==> config.mk <==
export PLATFORM = sky130hd
export DESIGN_NAME = cbp_parser
export DESIGN_NICKNAME = d
export VERILOG_FILES = /design/src/cbp_pkg.sv /design/src/cbp_if.sv /design/src/cbp_parser.sv /design/src/cbp_uart.sv /design/src/cbp_store.sv
export VERILOG_INCLUDE_DIRS = /design/src
export SDC_FILE = /design/constraint.sdc
export NUM_CORES = 1
export LEC_CHECK = 0
export BUFFER_PORTS_ARGS = -buffer_cell sky130_fd_sc_hd__buf_2
export CELL_PAD_IN_SITES_DETAIL_PLACEMENT = 2
export CELL_PAD_IN_SITES_GLOBAL_PLACEMENT = 2
export CORE_MARGIN = 1
export CORE_UTILIZATION = 40
export CTS_CLUSTER_SIZE = 12
export DETAILED_ROUTE_END_ITERATION = 6
export GPL_TIMING_DRIVEN = 1
export PLACE_DENSITY_LB_ADDON = 0.05
export SETUP_SLACK_MARGIN = 0.15
export SLEW_MARGIN = 25
export SYNTH_ARGS = -nofsm -noshare
export SYNTH_HDL_FRONTEND = slang
export SYNTH_HIERARCHICAL = 1
export SYNTH_SLANG_ARGS = --single-unit
==> constraint.sdc <==
create_clock -name clock -period 11.05 [get_ports clock]
set_input_delay 2.21 -clock clock [delete_from_list [all_inputs] [get_ports clock]]
set_output_delay 2.21 -clock clock [all_outputs]
set_load 0.02 [all_outputs]
==> src/cbp_cfg.svh <==
// Constants for the calibration and baud command parser
`ifndef CBP_CFG_SVH
`define CBP_CFG_SVH

// ----------------------------------------------------------------
// Clock and line rate
// ----------------------------------------------------------------
`define CBP_CLK_HZ        20000000
`define CBP_OVERSAMPLE    4
`define CBP_LOCK_BAUD     115200
`define CBP_LOCK_DIV      ((`CBP_CLK_HZ / (`CBP_OVERSAMPLE * `CBP_LOCK_BAUD)) - 1)
`define CBP_DIV_RESET     32'(`CBP_LOCK_DIV)
`define CBP_DIV_MAX       34'h0_ffff_ffff

// ----------------------------------------------------------------
// Argument limits
// ----------------------------------------------------------------
`define CBP_BAUD_DIGITS   4'ha
`define CBP_PERIOD_DIGITS 4'h6
`define CBP_MAX_ARG       4'hf
`define CBP_DARK_MAX_S    34'h0_0000_012c
`define CBP_TEMP_MAG_MAX  34'h0_0000_03e7
`define CBP_TEMP_RAW_MAX  16'h270f
`define CBP_ACC_SAT_LIM   34'h0_6666_6665
`define CBP_ACC_SAT       34'h3_ffff_ffff

// ----------------------------------------------------------------
// Storage slots and reset value
// ----------------------------------------------------------------
`define CBP_SLOT_LIGHT_T  2'h0
`define CBP_SLOT_DARK_P   2'h1
`define CBP_SLOT_DARK_T   2'h2
`define CBP_STORE_RESET   16'h0000

// ----------------------------------------------------------------
// Reply lengths
// ----------------------------------------------------------------
`define CBP_LEN_TEMP      5'h0c
`define CBP_LEN_PERIOD    5'h12
`define CBP_LEN_QUERY     5'h03

// ----------------------------------------------------------------
// Characters
// ----------------------------------------------------------------
`define CBP_CH_LZ     8'h7a
`define CBP_CH_LC     8'h63
`define CBP_CH_LA     8'h61
`define CBP_CH_LL     8'h6c
`define CBP_CH_LB     8'h62
`define CBP_CH_LU     8'h75
`define CBP_CH_LD     8'h64
`define CBP_CH_UB     8'h42
`define CBP_CH_LX     8'h78
`define CBP_CH_LS     8'h73
`define CBP_CH_UC     8'h43
`define CBP_CH_COMMA  8'h2c
`define CBP_CH_DOT    8'h2e
`define CBP_CH_MINUS  8'h2d
`define CBP_CH_PLUS   8'h2b
`define CBP_CH_SPACE  8'h20
`define CBP_CH_CR     8'h0d
`define CBP_CH_LF     8'h0a
`define CBP_CH_0      8'h30
`define CBP_CH_1      8'h31
`define CBP_CH_6      8'h36
`define CBP_CH_7      8'h37
`define CBP_CH_8      8'h38
`define CBP_CH_9      8'h39

`endif

==> src/cbp_pkg.sv <==
// Types for the calibration and baud command parser
package cbp_pkg;

	typedef logic [15:0] cbp_word_t;
	typedef logic [31:0] cbp_div_t;

	typedef enum logic [2:0] {
		CMD_LIGHT_T = 3'h0,
		CMD_DARK_P  = 3'h1,
		CMD_DARK_T  = 3'h2,
		CMD_BAUD    = 3'h3,
		CMD_QUERY   = 3'h4
	} cbp_cmd_t;

	typedef enum logic [8:0] {
		ST_IDLE   = 9'h001,
		ST_PREFIX = 9'h002,
		ST_SELECT = 9'h004,
		ST_ARG    = 9'h008,
		ST_QUERY  = 9'h010,
		ST_WRITE  = 9'h020,
		ST_READ   = 9'h040,
		ST_LATCH  = 9'h080,
		ST_REPLY  = 9'h100
	} cbp_state_t;

endpackage : cbp_pkg

==> src/cbp_if.sv <==
// Internal carriers between parser, line unit and calibration store
`timescale 1ns/10ps

interface cbp_uart_if;
	logic                 rx_valid;
	logic [7:0]           rx_data;
	logic                 tx_valid;
	logic [7:0]           tx_data;
	logic                 tx_ready;
	cbp_pkg::cbp_div_t    divisor;

	modport uart   (input tx_valid, tx_data, divisor, output rx_valid, rx_data, tx_ready);
	modport parser (output tx_valid, tx_data, divisor, input rx_valid, rx_data, tx_ready);
endinterface : cbp_uart_if

interface cbp_store_if;
	logic                 we;
	logic                 re;
	logic [1:0]           addr;
	cbp_pkg::cbp_word_t   wdata;
	cbp_pkg::cbp_word_t   rdata;

	modport store  (input we, re, addr, wdata, output rdata);
	modport parser (output we, re, addr, wdata, input rdata);
endinterface : cbp_store_if

==> src/cbp_parser.sv <==
// Top: serial command parser for calibration constants and line rate
`timescale 1ns/10ps
`include "cbp_cfg.svh"

module cbp_parser (
	input  wire logic          clock,
	input  wire logic          reset,
	input  wire logic          serial_rx,
	input  wire logic          baud_lock_jumper,
	output logic               serial_tx,
	output cbp_pkg::cbp_word_t light_cal_temperature,
	output cbp_pkg::cbp_word_t dark_cal_period,
	output cbp_pkg::cbp_word_t dark_cal_temperature,
	output cbp_pkg::cbp_div_t  baud_divisor,
	output logic               baud_locked
);
	import cbp_pkg::*;

	cbp_uart_if  u ();
	cbp_store_if s ();

	cbp_state_t  state;
	cbp_cmd_t    cmd;
	logic [1:0]  pidx;
	logic [3:0]  arg_len;
	logic [3:0]  dig_cnt;
	logic [33:0] acc;
	logic        neg;
	logic        frac_seen;
	logic        tenth_done;
	logic [3:0]  tenths;
	logic        bad;
	cbp_word_t   wval;
	cbp_word_t   echo_val;
	logic [4:0]  ridx;
	logic        jumper_meta;
	logic        jumper_sync;
	logic [7:0]  c;
	logic        is_dig;
	logic        baud_take;

	// ----------------------------------------------------------------
	// Helpers
	// ----------------------------------------------------------------
	function automatic logic digit_char(input logic [7:0] ch);
		return (ch >= `CBP_CH_0) && (ch <= `CBP_CH_9);
	endfunction : digit_char

	// Saturating decimal accumulate; saturation keeps huge inputs from wrapping small
	function automatic logic [33:0] acc_dec(input logic [33:0] v, input logic [7:0] ch);
		logic [7:0] d;
		d = ch - `CBP_CH_0;
		if (v > `CBP_ACC_SAT_LIM)
			return `CBP_ACC_SAT;
		return v * 34'd10 + {26'h0, d};
	endfunction : acc_dec

	function automatic logic [7:0] prefix_char(input logic baud, input logic [1:0] i);
		logic [7:0] ch;
		ch = `CBP_CH_SPACE;
		case (i)
			2'h0:    ch = baud ? `CBP_CH_LA : `CBP_CH_LC;
			2'h1:    ch = baud ? `CBP_CH_LU : `CBP_CH_LA;
			2'h2:    ch = baud ? `CBP_CH_LD : `CBP_CH_LL;
			default: ch = `CBP_CH_SPACE;
		endcase
		return ch;
	endfunction : prefix_char

	function automatic logic [7:0] dec_digit(input logic [15:0] v, input int pos);
		logic [15:0] t;
		logic [15:0] r;
		t = v;
		for (int i = 0; i < 7; i++)
			if (i < pos)
				t = t / 16'd10;
		r = t % 16'd10;
		return `CBP_CH_0 + r[7:0];
	endfunction : dec_digit

	// Raw temperature in tenths; hundredths are dropped on entry
	function automatic cbp_word_t temp_word(input logic n, input logic [33:0] m,
		input logic [3:0] f);
		cbp_word_t t;
		t = (m > `CBP_TEMP_MAG_MAX) ? `CBP_TEMP_RAW_MAX : (m[15:0] * 16'd10 + {12'h0, f});
		return n ? (16'h0 - t) : t;
	endfunction : temp_word

	function automatic logic [7:0] reply_char(input cbp_cmd_t k, input logic [4:0] i,
		input cbp_word_t v, input logic lock);
		cbp_word_t  m;
		logic [7:0] ch;
		m  = v[15] ? (16'h0 - v) : v;
		ch = `CBP_CH_SPACE;
		if (k == CMD_QUERY)
		begin
			case (i)
				5'h00:   ch = lock ? `CBP_CH_1 : `CBP_CH_0;
				5'h01:   ch = `CBP_CH_CR;
				default: ch = `CBP_CH_LF;
			endcase
		end
		else if (i == 5'h00)
			ch = `CBP_CH_LZ;
		else if (i == 5'h01 || i == 5'h03)
			ch = `CBP_CH_COMMA;
		else if (i == 5'h02)
			ch = (k == CMD_LIGHT_T) ? `CBP_CH_6 : (k == CMD_DARK_P) ? `CBP_CH_7 : `CBP_CH_8;
		else if (k == CMD_DARK_P)
		begin
			if (i <= 5'h0a)
				ch = dec_digit(v, 10 - int'(i));
			else if (i == 5'h0b)
				ch = `CBP_CH_DOT;
			else if (i <= 5'h0e)
				ch = `CBP_CH_0;
			else if (i == 5'h0f)
				ch = `CBP_CH_LS;
			else if (i == 5'h10)
				ch = `CBP_CH_CR;
			else
				ch = `CBP_CH_LF;
		end
		else
		begin
			// (a negative value shows its sign in the hundreds column)
			case (i)
				5'h04:   ch = v[15] ? `CBP_CH_MINUS : dec_digit(m, 3);
				5'h05:   ch = dec_digit(m, 2);
				5'h06:   ch = dec_digit(m, 1);
				5'h07:   ch = `CBP_CH_DOT;
				5'h08:   ch = dec_digit(m, 0);
				5'h09:   ch = `CBP_CH_UC;
				5'h0a:   ch = `CBP_CH_CR;
				default: ch = `CBP_CH_LF;
			endcase
		end
		return ch;
	endfunction : reply_char

	// ----------------------------------------------------------------
	// Line unit and calibration store
	// ----------------------------------------------------------------
	cbp_uart line_unit (
		.clock     (clock),
		.reset     (reset),
		.serial_rx (serial_rx),
		.serial_tx (serial_tx),
		.u         (u)
	);

	cbp_store cal_store (
		.clock (clock),
		.reset (reset),
		.s     (s)
	);

	assign c         = u.rx_data;
	assign is_dig    = digit_char(c);
	assign u.divisor = baud_divisor;
	assign u.tx_valid = (state == ST_REPLY);
	assign u.tx_data = reply_char(cmd, ridx, echo_val, baud_locked);
	assign s.we      = (state == ST_WRITE);
	assign s.re      = (state == ST_READ);
	assign s.wdata   = wval;
	assign s.addr    = (cmd == CMD_LIGHT_T) ? `CBP_SLOT_LIGHT_T :
	                   (cmd == CMD_DARK_P)  ? `CBP_SLOT_DARK_P  :
	                   (cmd == CMD_DARK_T)  ? `CBP_SLOT_DARK_T  : 2'h3;
	assign baud_take = (state == ST_ARG) && u.rx_valid && (cmd == CMD_BAUD) &&
	                   (c == `CBP_CH_LX) && !bad && (dig_cnt == `CBP_BAUD_DIGITS);

	// ----------------------------------------------------------------
	// Lock jumper and line rate
	// ----------------------------------------------------------------
	always_ff @(posedge clock or posedge reset)
		if (reset)
		begin
			jumper_meta <= 1'b0;
			jumper_sync <= 1'b0;
			baud_locked <= 1'b0;
		end
		else
		begin
			jumper_meta <= baud_lock_jumper;
			jumper_sync <= jumper_meta;
			baud_locked <= jumper_sync;
		end

	// Reset rate is the locked rate, so a fitted jumper always restarts at it
	always_ff @(posedge clock or posedge reset)
		if (reset)
			baud_divisor <= `CBP_DIV_RESET;
		else if (baud_take && !baud_locked)
			baud_divisor <= (acc > `CBP_DIV_MAX) ? 32'hffff_ffff : acc[31:0];

	// ----------------------------------------------------------------
	// Retained copies for the measurement logic
	// ----------------------------------------------------------------
	always_ff @(posedge clock or posedge reset)
		if (reset)
		begin
			light_cal_temperature <= `CBP_STORE_RESET;
			dark_cal_period       <= `CBP_STORE_RESET;
			dark_cal_temperature  <= `CBP_STORE_RESET;
		end
		else if (state == ST_LATCH)
		begin
			if (cmd == CMD_LIGHT_T)
				light_cal_temperature <= s.rdata;
			if (cmd == CMD_DARK_P)
				dark_cal_period <= s.rdata;
			if (cmd == CMD_DARK_T)
				dark_cal_temperature <= s.rdata;
		end

	// ----------------------------------------------------------------
	// Command sequencer
	// ----------------------------------------------------------------
	// Characters arriving while a reply is sent are dropped
	always_ff @(posedge clock or posedge reset)
		if (reset)
		begin
			state      <= ST_IDLE;
			cmd        <= CMD_QUERY;
			pidx       <= 2'h0;
			arg_len    <= 4'h0;
			dig_cnt    <= 4'h0;
			acc        <= 34'h0;
			neg        <= 1'b0;
			frac_seen  <= 1'b0;
			tenth_done <= 1'b0;
			tenths     <= 4'h0;
			bad        <= 1'b0;
			wval       <= `CBP_STORE_RESET;
			echo_val   <= `CBP_STORE_RESET;
			ridx       <= 5'h00;
		end
		else
		begin
			case (state)
				ST_IDLE:
					if (u.rx_valid)
					begin
						pidx       <= 2'h0;
						arg_len    <= 4'h0;
						dig_cnt    <= 4'h0;
						acc        <= 34'h0;
						neg        <= 1'b0;
						frac_seen  <= 1'b0;
						tenth_done <= 1'b0;
						tenths     <= 4'h0;
						bad        <= 1'b0;
						if (c == `CBP_CH_LZ)
						begin
							cmd   <= CMD_LIGHT_T;
							state <= ST_PREFIX;
						end
						else if (c == `CBP_CH_LB)
						begin
							cmd   <= CMD_BAUD;
							state <= ST_PREFIX;
						end
						else if (c == `CBP_CH_UB)
						begin
							cmd   <= CMD_QUERY;
							state <= ST_QUERY;
						end
					end
				ST_PREFIX:
					if (u.rx_valid)
					begin
						if (c != prefix_char(cmd == CMD_BAUD, pidx))
							state <= ST_IDLE;
						else if (pidx == 2'h2)
							state <= (cmd == CMD_BAUD) ? ST_ARG : ST_SELECT;
						else
							pidx <= pidx + 2'h1;
					end
				ST_SELECT:
					if (u.rx_valid)
					begin
						state <= ST_ARG;
						if (c == `CBP_CH_6)
							cmd <= CMD_LIGHT_T;
						else if (c == `CBP_CH_7)
							cmd <= CMD_DARK_P;
						else if (c == `CBP_CH_8)
							cmd <= CMD_DARK_T;
						else
							state <= ST_IDLE;
					end
				ST_QUERY:
					if (u.rx_valid)
					begin
						ridx  <= 5'h00;
						state <= (c == `CBP_CH_LX) ? ST_REPLY : ST_IDLE;
					end
				ST_ARG:
					if (u.rx_valid)
					begin
						arg_len <= arg_len + 4'h1;
						if (arg_len == `CBP_MAX_ARG)
							state <= ST_IDLE;
						else if (c == `CBP_CH_LX)
						begin
							state <= ST_IDLE;
							if (cmd == CMD_DARK_P && !bad && dig_cnt != 4'h0)
							begin
								wval  <= (acc > `CBP_DARK_MAX_S) ? 16'(`CBP_DARK_MAX_S) : acc[15:0];
								state <= ST_WRITE;
							end
							else if ((cmd == CMD_LIGHT_T || cmd == CMD_DARK_T) && !bad)
							begin
								wval  <= temp_word(neg, acc, tenths);
								state <= ST_WRITE;
							end
						end
						else if (is_dig)
						begin
							dig_cnt <= dig_cnt + 4'h1;
							if (frac_seen)
							begin
								if (!tenth_done)
									tenths <= 4'(c - `CBP_CH_0);
								tenth_done <= 1'b1;
							end
							else
								acc <= acc_dec(acc, c);
							if (cmd == CMD_DARK_P && !bad && dig_cnt + 4'h1 == `CBP_PERIOD_DIGITS)
							begin
								wval  <= (acc_dec(acc, c) > `CBP_DARK_MAX_S) ?
								         16'(`CBP_DARK_MAX_S) : 16'(acc_dec(acc, c));
								state <= ST_WRITE;
							end
						end
						else if ((cmd == CMD_LIGHT_T || cmd == CMD_DARK_T) && c == `CBP_CH_MINUS)
							neg <= 1'b1;
						else if ((cmd == CMD_LIGHT_T || cmd == CMD_DARK_T) &&
						         (c == `CBP_CH_PLUS || c == `CBP_CH_SPACE))
							neg <= neg;
						else if ((cmd == CMD_LIGHT_T || cmd == CMD_DARK_T) &&
						         c == `CBP_CH_DOT && !frac_seen)
							frac_seen <= 1'b1;
						else
							bad <= 1'b1;
					end
				ST_WRITE:
					state <= ST_READ;
				ST_READ:
					state <= ST_LATCH;
				ST_LATCH:
				begin
					echo_val <= s.rdata;
					ridx     <= 5'h00;
					state    <= ST_REPLY;
				end
				ST_REPLY:
					if (u.tx_ready)
					begin
						ridx <= ridx + 5'h01;
						if (ridx + 5'h01 == ((cmd == CMD_QUERY) ? `CBP_LEN_QUERY :
						                     (cmd == CMD_DARK_P) ? `CBP_LEN_PERIOD : `CBP_LEN_TEMP))
							state <= ST_IDLE;
					end
				default:
					state <= ST_IDLE;
			endcase
		end

endmodule : cbp_parser

==> src/cbp_uart.sv <==
// Serial line unit: 8N1 receiver and transmitter on a quarter-bit tick
`timescale 1ns/10ps
`include "cbp_cfg.svh"

module cbp_uart (
	input  wire logic  clock,
	input  wire logic  reset,
	input  wire logic  serial_rx,
	output logic       serial_tx,
	cbp_uart_if.uart   u
);
	import cbp_pkg::*;

	logic        rx_meta;
	logic        rx_sync;
	cbp_div_t    tick_cnt;
	logic        tick;
	logic        rx_busy;
	logic [1:0]  rx_wait;
	logic [3:0]  rx_bit;
	logic [7:0]  rx_shift;
	logic        tx_busy;
	logic [9:0]  tx_shift;
	logic [1:0]  tx_sub;
	logic [3:0]  tx_bit;

	// ----------------------------------------------------------------
	// Pin synchroniser and quarter-bit divider
	// ----------------------------------------------------------------
	always_ff @(posedge clock or posedge reset)
		if (reset)
		begin
			rx_meta <= 1'b1;
			rx_sync <= 1'b1;
		end
		else
		begin
			rx_meta <= serial_rx;
			rx_sync <= rx_meta;
		end

	// A new divisor takes effect at once; >= keeps a shrinking divisor from overrunning
	always_ff @(posedge clock or posedge reset)
		if (reset)
		begin
			tick_cnt <= 32'h0;
			tick     <= 1'b0;
		end
		else if (tick_cnt >= u.divisor)
		begin
			tick_cnt <= 32'h0;
			tick     <= 1'b1;
		end
		else
		begin
			tick_cnt <= tick_cnt + 32'h1;
			tick     <= 1'b0;
		end

	// ----------------------------------------------------------------
	// Receiver
	// ----------------------------------------------------------------
	always_ff @(posedge clock or posedge reset)
		if (reset)
		begin
			rx_busy    <= 1'b0;
			rx_wait    <= 2'h0;
			rx_bit     <= 4'h0;
			rx_shift   <= 8'h00;
			u.rx_valid <= 1'b0;
			u.rx_data  <= 8'h00;
		end
		else
		begin
			u.rx_valid <= 1'b0;
			if (tick)
			begin
				if (!rx_busy)
				begin
					// Start edge seen: first sample lands near mid start bit
					if (!rx_sync)
					begin
						rx_busy <= 1'b1;
						rx_wait <= 2'h1;
						rx_bit  <= 4'h0;
					end
				end
				else if (rx_wait != 2'h0)
					rx_wait <= rx_wait - 2'h1;
				else
				begin
					rx_wait <= 2'h3;
					rx_bit  <= rx_bit + 4'h1;
					if (rx_bit == 4'h0 && rx_sync)
						rx_busy <= 1'b0;
					else if (rx_bit >= 4'h1 && rx_bit <= 4'h8)
						rx_shift <= {rx_sync, rx_shift[7:1]};
					else if (rx_bit == 4'h9)
					begin
						rx_busy    <= 1'b0;
						u.rx_valid <= rx_sync;
						u.rx_data  <= rx_shift;
					end
				end
			end
		end

	// ----------------------------------------------------------------
	// Transmitter
	// ----------------------------------------------------------------
	assign u.tx_ready = !tx_busy;

	always_ff @(posedge clock or posedge reset)
		if (reset)
		begin
			tx_busy   <= 1'b0;
			tx_shift  <= 10'h3ff;
			tx_sub    <= 2'h0;
			tx_bit    <= 4'h0;
			serial_tx <= 1'b1;
		end
		else
		begin
			serial_tx <= tx_shift[0];
			if (!tx_busy)
			begin
				if (u.tx_valid)
				begin
					tx_busy  <= 1'b1;
					tx_shift <= {1'b1, u.tx_data, 1'b0};
					tx_sub   <= 2'h0;
					tx_bit   <= 4'h0;
				end
			end
			else if (tick)
			begin
				tx_sub <= tx_sub + 2'h1;
				if (tx_sub == 2'h3)
				begin
					tx_shift <= {1'b1, tx_shift[9:1]};
					tx_bit   <= tx_bit + 4'h1;
					if (tx_bit == 4'h9)
						tx_busy <= 1'b0;
				end
			end
		end

endmodule : cbp_uart

==> src/cbp_store.sv <==
// Calibration store: three retained words with registered read data
`timescale 1ns/10ps
`include "cbp_cfg.svh"

module cbp_store (
	input  wire logic  clock,
	input  wire logic  reset,
	cbp_store_if.store s
);
	import cbp_pkg::*;

	cbp_word_t mem [0:2];

	// Read-back after write lets the echo show what was really retained
	always_ff @(posedge clock or posedge reset)
		if (reset)
		begin
			for (int i = 0; i < 3; i++)
				mem[i] <= `CBP_STORE_RESET;
			s.rdata <= `CBP_STORE_RESET;
		end
		else
		begin
			if (s.we && s.addr != 2'h3)
				mem[s.addr] <= s.wdata;
			if (s.re)
				s.rdata <= (s.addr == 2'h3) ? `CBP_STORE_RESET : mem[s.addr];
		end

endmodule : cbp_store

Word-level counts from Yosys, hierarchy flattened
Index checks and enable logic that the tools add are counted.
{"block": "word_totals", "input_bits": 4, "register_bits": 325}
{"block": "classes", "order_cmp": 21, "n_mux": 280, "n_eq_ne": 80, "n_reduce_logical": 60, "bitwise": 5, "n_div": 16, "add_sub_neg": 20, "mul": 2}
{"operator": "$mux 16", "n": 99}
{"operator": "$mux 34", "n": 15}
{"operator": "$div 16x4->16 const B", "n": 11}
{"operator": "$mux 9", "n": 17}
{"operator": "$mux 4", "n": 26}
{"operator": "$pmux 9 s9", "n": 1}
{"operator": "$mod 16x4->16 const B", "n": 5}
{"operator": "$mux 8", "n": 9}
{"operator": "$gt 34x9->1 const B", "n": 2}
{"operator": "$pmux 34 s2", "n": 1}
{"operator": "$mux 32", "n": 2}
{"operator": "$mux 1", "n": 58}
{"operator": "$eq 8x6->1 const B", "n": 7}
{"operator": "$pmux 8 s7", "n": 1}
{"operator": "$bwmux 48", "n": 1}
{"operator": "$add 6x8->8 const A", "n": 5}
{"operator": "$mux 10", "n": 4}
{"operator": "$ne 2x2->1 const B", "n": 18}
{"operator": "$add 34x8->34", "n": 1}
{"operator": "$gt 34x10->1 const B", "n": 1}
{"operator": "$gt 34x31->1 const B", "n": 1}
{"operator": "$gt 34x32->1 const B", "n": 1}
{"operator": "$mul 34x3->33 const B", "n": 1}
{"operator": "$add 32x1->32 const B", "n": 1}
{"operator": "other kinds (85)", "n": 196}

Longest topological paths before layout
Gate-level depths: netlist of the first run.
{"block": "depth", "ltp_word": 67, "mapped_depth": 49}

Cells and area by module
Netlist of the first run, hierarchy kept.
{"mod": "cbp_parser", "n_inst": 1, "area_per_inst_um2": 26251.4, "cells_per_inst": 3466}
{"mod": "cbp_uart", "n_inst": 1, "area_per_inst_um2": 4410.5, "cells_per_inst": 436}
{"mod": "cbp_store", "n_inst": 1, "area_per_inst_um2": 2792.7, "cells_per_inst": 196}

Worst setup path after synthesis of the first run
OpenSTA, ideal clock, no wires.
{"block": "synth_path", "path_type": "register to register", "startpoint": "register echo_val[0]", "endpoint": "register line_unit.tx_shift[7]", "t_arrival_ns": 8.319, "n_path_buf": 3, "required_time_ns": 10.971, "synth_period_minus_slack_ns": 8.398, "stages_incl_launch_ff": 41, "slack_ns": 2.652, "setup_time_ns": 0.079, "path_cell_list": "dfrtp_1 > inv_1 > ha_1 > or3b_1 > o41a_1 > o211ai_1 > o21ai_0 > a211o_1 > nor3_2 > a21oi_1 > mux2_2 > a21oi_1 > mux2_2 > o311a_1 > buf_2 > a211oi_2 > nor2_1 > buf_4 > [5 not listed] > inv_1 > ha_1 > o21a_1 > a41oi_4 > a21boi_2 > o311a_4 > mux2i_4 > a21oi_2 > or2_1 > nor3b_1 > a21oi_1 > ha_1 > xor2_1 > o22ai_1 > o21ai_1 > a21oi_1 > mux2i_1 > o21ai_0"}
{"block": "synth_via", "elab_chain_cells": 66, "word_cells_on_any_way": 118}
{"item": "from (decl)", "line_no": "cbp_parser.sv:34", "source": "cbp_word_t echo_val;"}
{"item": "from (signal assigned)", "line_no": "cbp_parser.sv:235", "source": "echo_val <= `CBP_STORE_RESET;"}
{"item": "from (signal assigned)", "line_no": "cbp_parser.sv:353", "source": "echo_val <= s.rdata;"}
{"item": "$div 16x4->16", "line_no": "cbp_parser.sv:76", "source": "t = t / 16'd10;"}
{"item": "$mux 16", "line_no": "cbp_parser.sv:75", "source": "if (i < pos)"}
{"item": "$mux 16", "line_no": "cbp_parser.sv:111", "source": "if (i <= 5'h0a)"}
{"item": "$mux 16", "line_no": "cbp_parser.sv:109", "source": "else if (k == CMD_DARK_P)"}
{"item": "$mux 16", "line_no": "cbp_parser.sv:107", "source": "else if (i == 5'h02)"}
{"item": "$mux 16", "line_no": "cbp_parser.sv:105", "source": "else if (i == 5'h01 || i == 5'h03)"}
{"item": "$mux 16", "line_no": "cbp_parser.sv:103", "source": "else if (i == 5'h00)"}
{"item": "$mux 16", "line_no": "cbp_parser.sv:95", "source": "if (k == CMD_QUERY)"}
{"item": "[51 not listed]"}
{"item": "$mux 8 (*)", "line_no": "cbp_parser.sv:109"}
{"item": "$mux 8 (*)", "line_no": "cbp_parser.sv:107"}
{"item": "$mux 8 (*)", "line_no": "cbp_parser.sv:105"}
{"item": "$mux 8 (*)", "line_no": "cbp_parser.sv:103"}
{"item": "$mux 8 (*)", "line_no": "cbp_parser.sv:95"}
{"item": "via u.tx_data[6]", "line_no": "cbp_if.sv:8", "source": "logic [7:0] tx_data;"}
{"item": "$mux 10 (*)", "line_no": "cbp_uart.sv:127", "source": "if (u.tx_valid)"}
{"item": "$mux 10 (*)", "line_no": "cbp_uart.sv:125", "source": "if (!tx_busy)"}
{"item": "to (signal assigned)", "line_no": "cbp_uart.sv:130", "source": "tx_shift <= {1'b1, u.tx_data, 1'b0};"}
{"item": "to (signal assigned)", "line_no": "cbp_uart.sv:140", "source": "tx_shift <= {1'b1, tx_shift[9:1]};"}
{"item": "to (decl)", "line_no": "cbp_uart.sv:23", "source": "logic [9:0] tx_shift;"}
Mark *: on every way through the listed nets, which the timed path passes. The rest lies on a longest branch. The select of a mux whose other input is x is not followed.
A chain may end at the register's enable or synchronous reset.

Worst setup path in the final report of the first run
{"block": "layout_path", "startpoint": "register echo_val[15]", "endpoint": "register line_unit.tx_shift[7]"}
The elaborated chain is that of the path after synthesis.

==> impl_metrics.ini, run 1 <==
[run_status]
status = finished, final reports clean

[finish]
diodes = 0
multi_input_area_mm2 = 0.0234
areaGrowthSynthToFinish_pct = 7.03
nets = 4209
stdcell_count = 5145
stdcell_area_mm2 = 0.0358
regArea_mm2 = 0.00813
drive_above_1_share = 0.152
nFillCells = 9393
layout_common_cells = 382 x nand2_1, 340 x nor2_1, 305 x dfrtp_1
final_common_cell = nand2_1
final_util = 0.435

[global_route]
grt_pass1_wl_um = 208000
grt_use_met3 = 0.0217
grt_most_used_layer = met2
grt_util_met1 = 0.389
grt_pass1_vias = 35400
grt_max_degree = 117
overflow = 0
antenna_found_initial = 1
groute.layer.met2.usage = 0.538
track_usage = 0.301

[critical_path]
cp_data_required_time_ns = 11.53
path_class = reg -> reg
worstPathArrival_ns = 10.78
max_stage_delay_ns = 0.90
path_buf_inv = 2
crit_slowest_cell = dfrtp_2
crit_top_cell = a21oi_1
cpLargestDelayFamily = compound AO/OA/AOI/OAI gates
endpoint_kind = flop
start_kind = flop
cp_max_fo = 39

[floorplanning]
start_util = 0.406
core.rowCount = 105
fp.dieH_um = 291
die_area_mm2 = 0.0848
num_io_pins = 86
core_mm2 = 0.0824
die_w_um = 291

[placed_design]
gp_congestion = 0.880
post-place-ws_ns = 0.635
dpl_cell_area_mm2 = 0.0345
dp_hpwl_um = 97700
dpl.cell_count = 5079
port_buffers = 85

[timing]
finalSetupViolCount = 0
fin_ws_ns = 0.750
finClkSkew_ns = 0.0330
slew_headroom = 0.263
max_freq_mhz = 97.1
slew_violations = 0
min_period_over_period = 0.932
fin_crit_ns = 10.30
rsz0062_at_grt = no
worst_pin_slew_ns = 1.10
setup_tns_ns = 0
finalHoldViolCount = 0

[drt]
ant_nets = 0
remaining_drc_errors = 0
dr.pass1.iters = 5
viasPerCell = 6.49
drtIter0Drc = 1687
finalWirelength_um = 131000
drt-wirelength-per-cell_um = 25.4
num_vias = 33400

[cts]
cts.sinks = 324
path_clk_slew_ns = 0.07
cts_made_buffers = 37
cts.path.max_buffers = 3
cts_tree = done
worstSkewPairLatency_ns = 0.58
clockRootBuffer = clkbuf_16
htreeDepth = 2
cts_hold_buffers = 0

[pwr]
leakage_nw = 15.0
vdd_ir_drop_max_v = 0.000131
p_per_area_mw_per_mm2 = 72.6

[synth]
synth.avg_cell_area_um2 = 8.16
syn_inst = 4098
netlist_area_mm2 = 0.0335
syn_nets = 4255
synth_edf_count = 0
synth-seq-cells = 324
yosys-top-cells-area = dfrtp_1 23%, ha_1 5.6%, nand2_1 4.3%, mux2_2 4.2%, nor2_1 3.8%
synthArstFlopShare = 1.00
ys.warnings.count = 6
synth_top_area_frac = 0.230
yosys_most_used_dff = dfrtp_1
seq_area_frac_synth = 0.243
yosysTopAreaCell = dfrtp_1
yosys.cell_types.count = 161

[job]
maxCapViolCount = 0

[hold_path]
hold_path.class = reg -> reg
stage by stage:
stage	power [mW]	hold WS, ns
floorplan	1.33	0.331
global placement	1.36	0.337
detailed placement	1.37	0.350
CTS	2.64	0.365
global route	2.68	0.365
finish	2.60	0.364
power by group:
group	total (mW)	switching, mW	internal (mW)	leakage, nW
clock network	1.26	0.550	0.709	0.574
registers	1.23	0.0247	1.21	4.44
logic	0.108	0.0668	0.0411	9.97
total	2.60	0.641	1.96	15.0
layer usage:
layer  vias to the layer above  wire (µm)
met3                       163       3640
li1                      15400          -
met1                     17200      58400
met5                         -          0
met4                         0       3160
met2                       568      65600
worst reg2reg max path: cells and delay by family, from the launching register on:
| kind | cells | cell delay, ns |
|---|---|---|
| xor gates and xnor gates | 1 | 0.25 |
| muxes | 4 | 1.26 |
| DFF | 1 | 0.90 |
| buffers and inverters | 2 | 0.59 |
| AOI/OAI and AO/OA | 19 | 5.33 |
| and+or+nand+nor | 6 | 1.51 |
| adders and majority gates | 2 | 0.40 |
state kept, by name, summed over array words and instances (netlist names), 32 cells and up:
signal              cells
cal_store/mem          48
acc                    34
baud_divisor           32
line_unit/tick_cnt     32
area by class of cell:
type,count,area share
inverter,159,0.0171
sequential,324,0.227
tap,1070,0.0374
clock inverter,11,0.00447
clock buffer,51,0.0290
multi-input combinational,3357,0.655
timing repair buffer,173,0.0304
synthesized netlist by cell type, drive strengths merged (55+ instances only):
master  number
nand2      386
nor2       349
dfrtp      307
o21ai      268
a21oi      260
nor3       172
inv        155
ha         150
nand3      141
buf        138
xnor2      135
mux2       129
clkbuf     120
a211oi      82
nor4        70
a31oi       62
mux2i       60
a21o        59
o211ai      55
worst paths after layout:
path	from	end	slack (ns)	depth (start not counted)
worst max-delay path	echo_val[15]	line_unit/tx_shift[7]	0.75	34
worst min-delay path	jumper_sync	baud_locked	0.36	0
worst max register to register	echo_val[15]	line_unit/tx_shift[7]	0.75	34
worst min register to register	jumper_sync	baud_locked	0.36	0
max in group asynchronous	reset	acc[17]	8.08	3
min in group asynchronous	reset	line_unit/u.rx_data[6]	1.73	2
logic make-up after synthesis:
family                   count (synthesis)  synth area share
AO/OA/AOI/OAI                         1332             0.295
multiplexers                           189            0.0623
AND/OR/NAND/NOR                       1495             0.231
XOR/XNOR                               180            0.0484
buffers and inverters                  417            0.0593
adder cells (fa/ha/maj)                161            0.0603
flip-flops                             324             0.243
repair_timing:
action / CTS / global route
setup buffers: 0 / 4
setup endpoints to repair: 0 / 2
resized for setup: 0 / 14
hold endpoints to repair: 0 / 0
No activity file was read; power rests on OpenSTA's default activity.
==> inputs of run 2 (changes only) <==
Settings changed: CELL_PAD_IN_SITES_DETAIL_PLACEMENT 2 to 1, CELL_PAD_IN_SITES_GLOBAL_PLACEMENT 2 to 1, CORE_UTILIZATION 40 to 50.
==> run 2 against run 1 <==
Utilization grew 10 points. Highest routed layer unchanged. Wire length down 10%. Total power rose by 2.4%. Critical endpoint unchanged.
==> impl_metrics.ini, run 2 (synthesis gave the netlist of run 1 again) <==
[timing]
finalSetupViolCount = 0
setup_tns_ns = 0
fin_ws_ns = 0.740
slew_headroom = 0.321
min_period_over_period = 0.933
slew_violations = 0
fin_crit_ns = 10.31
rsz0062_at_grt = no
finalHoldViolCount = 0
max_freq_mhz = 97.0
whs_ns = 0.358
worst_pin_slew_ns = 1.02
finClkSkew_ns = 0.0346

[placed_design]
gp_congestion = 0.961
dp_hpwl_um = 85900
post-place-ws_ns = 0.804
dpl.cell_count = 4863
port_buffers = 85

[cts]
cts_made_buffers = 38
path_clk_slew_ns = 0.07
cts.sinks = 324
worstSkewPairLatency_ns = 0.57
clockRootBuffer = clkbuf_16
cts.path.max_buffers = 3
cts_hold_buffers = 0
cts_tree = done
htreeDepth = 2

[drt]
viasPerCell = 6.71
num_vias = 33100
remaining_drc_errors = 0
drtIter0Drc = 2477
ant_nets = 0
drt-wirelength-per-cell_um = 23.7
dr.pass1.iters = 5
finalWirelength_um = 117000

[critical_path]
crit_slowest_cell = dfrtp_1
rr_worst_depth = 34
start_kind = flop
endpoint = line_unit/tx_shift[7]
cp_data_required_time_ns = 11.52
startpoint = echo_val[14]
rrSetupSlack_ns = 0.74
max_stage_delay_ns = 0.91
reg2reg_to = line_unit/tx_shift[7]
rr_startpoint = echo_val[14]
cp_max_fo = 24
path_class = reg -> reg
worstPathArrival_ns = 10.78
crit_top_cell = a21oi_1
endpoint_kind = flop

[global_route]
grt_pass1_wl_um = 187000
track_usage = 0.339
grt_pass1_vias = 33300
grt_max_degree = 125
antenna_found_initial = 0
overflow = 0

[finish]
nets = 4203
largest_register = cal_store/mem
diodes = 0
layout_common_cells = 382 x nand2_1, 342 x nor2_1, 306 x dfrtp_1
areaGrowthSynthToFinish_pct = 6.38
top_regs = cal_store/mem: 48 flops, acc: 34 flops
final_common_cell = nand2_1
largest_register_ffs = 48
drive_above_1_share = 0.150
stdcell_count = 4936

[floorplanning]
start_util = 0.507
core_mm2 = 0.0660
num_io_pins = 86
core.rowCount = 94
fp.dieH_um = 261
die_area_mm2 = 0.0679
die_w_um = 261

[pwr]
finalPower_mw = 2.66
vdd_ir_drop_max_v = 0.000147
leakage_nw = 15.0
p_per_area_mw_per_mm2 = 74.8

[run_status]
status = finished, final reports clean

[hold_path]
hold_path.class = reg -> reg

[job]
maxCapViolCount = 0
## run 2: report_power, final
group | internal, mW | switching [mW] | total (mW) | leakage, nW
combinational | 0.0412 | 0.0682 | 0.109 | 9.92
clock | 0.770 | 0.551 | 1.32 | 0.615
sequential | 1.21 | 0.0237 | 1.23 | 4.44
## run 2: area by class of cell
class	count	area, µm²
Multi-Input combinational cell	3357	23400
Clock inverter	11	165
Sequential cell	324	8130
Inverter	159	611
Timing Repair Buffer	166	1050
Tap cell	864	1080
Clock buffer	55	1110
Fill cell	7945	30400
## run 2: critical path: cells and delay by family (launching register included)
family | cells | cell delay, ns
xor+xnor | 1 | 0.21
flops | 1 | 0.91
simple gates | 6 | 1.45
buf+inv | 2 | 0.49
mux | 2 | 0.43
compound gates | 21 | 6.26
fa+ha+maj | 2 | 0.40
## run 2: worst min-delay path by stage
stage,end,startpoint,cells after the start
2_1_floorplan,baud_locked,jumper_sync,0
4_1_cts,line_unit/rx_sync,line_unit/rx_meta,0
3_5_place_dp,jumper_sync,jumper_meta,0
3_3_place_gp,line_unit/rx_sync,line_unit/rx_meta,0
5_1_grt,line_unit/rx_sync,line_unit/rx_meta,0
6_report,line_unit/rx_sync,line_unit/rx_meta,0
## run 2: metrics by stage
step | util | cell area, µm²
finish | 0.539 | 35600
global route | 0.539 | 35600
CTS | 0.537 | 35400
detailed placement | 0.518 | 34200
global placement | 0.518 | 34200
floorplan | - | 33500
## run 2: what timing repair did
| action | CTS | global route |
|---|---|---|
| buffers inserted | 0 | 7 |
| gates resized for setup | 0 | 13 |
| endpoints found under the setup margin | 0 | 6 |
## run 2: metal layers
layer  vias up  part of all wire  global-route usage
met5         -                 0                   0
met4         0             0.031               0.111
met3       185             0.041              0.0299
met2       824              0.49               0.589
met1     16700              0.44               0.441
li1      15400                 -                   -
==> inputs of run 3 (changes only) <==
Settings changed: ABC_AREA set to 1, CORE_UTILIZATION 50 to 51.
Clock period 11.05 ns to 11.9 ns, I/O delays scaled along.
==> run 3 against run 2 <==
Die area down 15%. Combinational power up 110%. Utilization up 1.8 points. Sequential cell count unchanged. Cell area down 12%. Critical path depth up 34. Count of clock-buffer cells in the layout down 1. Maximum frequency up 14%. Hold slack better by 0.0059 ns. Via count down 16%. Critical path type unchanged.
==> impl_metrics.ini, run 3 <==
[run_status]
status = finished, final reports clean

[drt]
ant_nets = 0
dr.pass1.iters = 7
remaining_drc_errors = 0
drt-wirelength-per-cell_um = 17.5
viasPerCell = 5.50
num_vias = 27700
finalWirelength_um = 88000
drtIter0Drc = 1378

[critical_path]
endpoint_kind = flop
cp_max_fo = 22
crit_top_cell = nand2_1
start_kind = flop
path_class = reg -> reg
max_stage_delay_ns = 0.49
crit_slowest_cell = nor2_4
cp_data_required_time_ns = 12.39
worstPathArrival_ns = 9.57

[timing]
setup_tns_ns = 0
finalSetupViolCount = 0
slew_violations = 0
finClkSkew_ns = 0.0294
fin_ws_ns = 2.82
min_period_over_period = 0.763
fin_crit_ns = 9.08
rsz0062_at_grt = no
worst_pin_slew_ns = 1.02
slew_headroom = 0.318
finalHoldViolCount = 0
max_freq_mhz = 110

[placed_design]
port_buffers = 85
dpl.cell_count = 4975
dp_hpwl_um = 68100
dpl_cell_area_mm2 = 0.0302
post-place-ws_ns = 2.73
gp_congestion = 0.869

[cts]
cts.path.max_buffers = 3
cts_hold_buffers = 0
cts_made_buffers = 38
cts_tree = done
cts.sinks = 324
path_clk_slew_ns = 0.06
htreeDepth = 2
cts_resized = 0
cts_setup_buffers = 0
worstSkewPairLatency_ns = 0.57
clockRootBuffer = clkbuf_16

[finish]
top_regs = cal_store/mem: 48 flops, acc: 34 flops
largest_register = cal_store/mem
largest_register_ffs = 48
diodes = 0
drive_above_1_share = 0.181
layout_common_cells = 1,008 x nand2_1, 522 x inv_1, 368 x nand3_1
nets = 4416
stdcell_area_mm2 = 0.0314
stdcell_count = 5042
final_common_cell = nand2_1
areaGrowthSynthToFinish_pct = 7.89

[global_route]
grt_pass1_wl_um = 146000
grt_pass1_vias = 28800
grt_max_degree = 115
track_usage = 0.307
overflow = 0
antenna_found_initial = 0

[floorplanning]
core_mm2 = 0.0564
start_util = 0.517
core.rowCount = 87
die_area_mm2 = 0.0581
num_io_pins = 86
fp.dieH_um = 241
die_w_um = 241

[pwr]
leakage_nw = 17.4
p_per_area_mw_per_mm2 = 81.3
vdd_ir_drop_max_v = 0.0000932
finalPower_mw = 2.55

[synth]
syn_inst = 4192
yosysTopAreaCell = dfrtp_1
yosys.cell_types.count = 86
syn_nets = 4349
seq_area_frac_synth = 0.279
synthArstFlopShare = 1.00
synth_top_area_frac = 0.264
synth_edf_count = 0
yosys_most_used_dff = dfrtp_1
netlist_area_mm2 = 0.0291
yosys-top-cells-area = dfrtp_1 26%, nand2_1 13%, inv_1 6.8%, ha_1 6.4%, nand3_1 6.3%
yosysMostFrequentCell = nand2_1
synth-seq-cells = 324
ys.warnings.count = 6
synthTopCellsByCount = 1,008 x nand2_1, 525 x inv_1, 369 x nand3_1, 307 x dfrtp_1, 307 x nor2_1
synth.avg_cell_area_um2 = 6.95

[hold_path]
hold_path.class = reg -> reg

[job]
maxCapViolCount = 0
-- run 3: changes by cell type after synthesis, sizes merged, moves of 54 or more --
cell	change
nand3	+273
mux2	-129
inv	+490
buf	-100
xnor2	-108
nor4	-54
a211oi	-73
nand2	+887
a21oi	-122
nor3	-111
xor2	+65
clkbuf	-83
-- run 3: final timing paths --
path | cells after the start | endpoint | slack (ns) | startpoint
worst max register to register | 68 | line_unit/tx_shift[6] | 2.82 | ridx[0]
worst min-delay path | 0 | line_unit/rx_sync | 0.36 | line_unit/rx_meta
max in group asynchronous | 3 | baud_divisor[7] | 8.62 | reset
worst min register to register | 0 | line_unit/rx_sync | 0.36 | line_unit/rx_meta
min in group asynchronous | 2 | line_unit/u.rx_data[4] | 1.85 | reset
worst max-delay path | 68 | line_unit/tx_shift[6] | 2.82 | ridx[0]
-- run 3: layout make-up --
class | instances | area, µm²
clock inverter | 13 | 119
tap | 756 | 946
timing repair buffer | 102 | 557
fill | 7566 | 25000
clock buffer | 54 | 1090
inverter | 659 | 2540
multi-input combinational | 3134 | 18100
sequential | 324 | 8130
-- run 3: worst max-delay path: cells and delay by family (launching register included) --
kind	cells	cell delay [ns]
buf+inv	7	0.77
simple gates	49	4.97
fa+ha+maj	4	0.99
flops	1	0.44
xor+xnor	1	0.31
compound gates	7	1.49
-- run 3: logic make-up after synthesis --
group / count (synthesis) / synth area share
XOR/XNOR: 137 / 0.0435
buffers and inverters: 734 / 0.103
AO/OA/AOI/OAI: 602 / 0.127
AND/OR/NAND/NOR: 2209 / 0.370
flip-flops: 324 / 0.279
adder cells (fa/ha/maj): 153 / 0.0665
multiplexers: 33 / 0.0113
-- run 3: routing by layer --
metal,wire length (µm),global-route usage
met1,38400,0.381
met2,45100,0.564
met3,2130,0.0252
met4,2430,0.0923
met5,0,0
-- run 3: per-stage QoR --
step,util,hold slack [ns]
final,0.557,0.364
after CTS,0.557,0.364
after global placement,0.536,0.332
after floorplan,-,0.331
after global routing,0.557,0.365
after detailed placement,0.536,0.349
-- run 3: where the power goes --
part | internal [mW] | total [mW] | switching (mW)
clock network | 0.664 | 1.16 | 0.491
registers | 1.14 | 1.17 | 0.0334
logic | 0.0694 | 0.230 | 0.161
total | 1.87 | 2.55 | 0.686
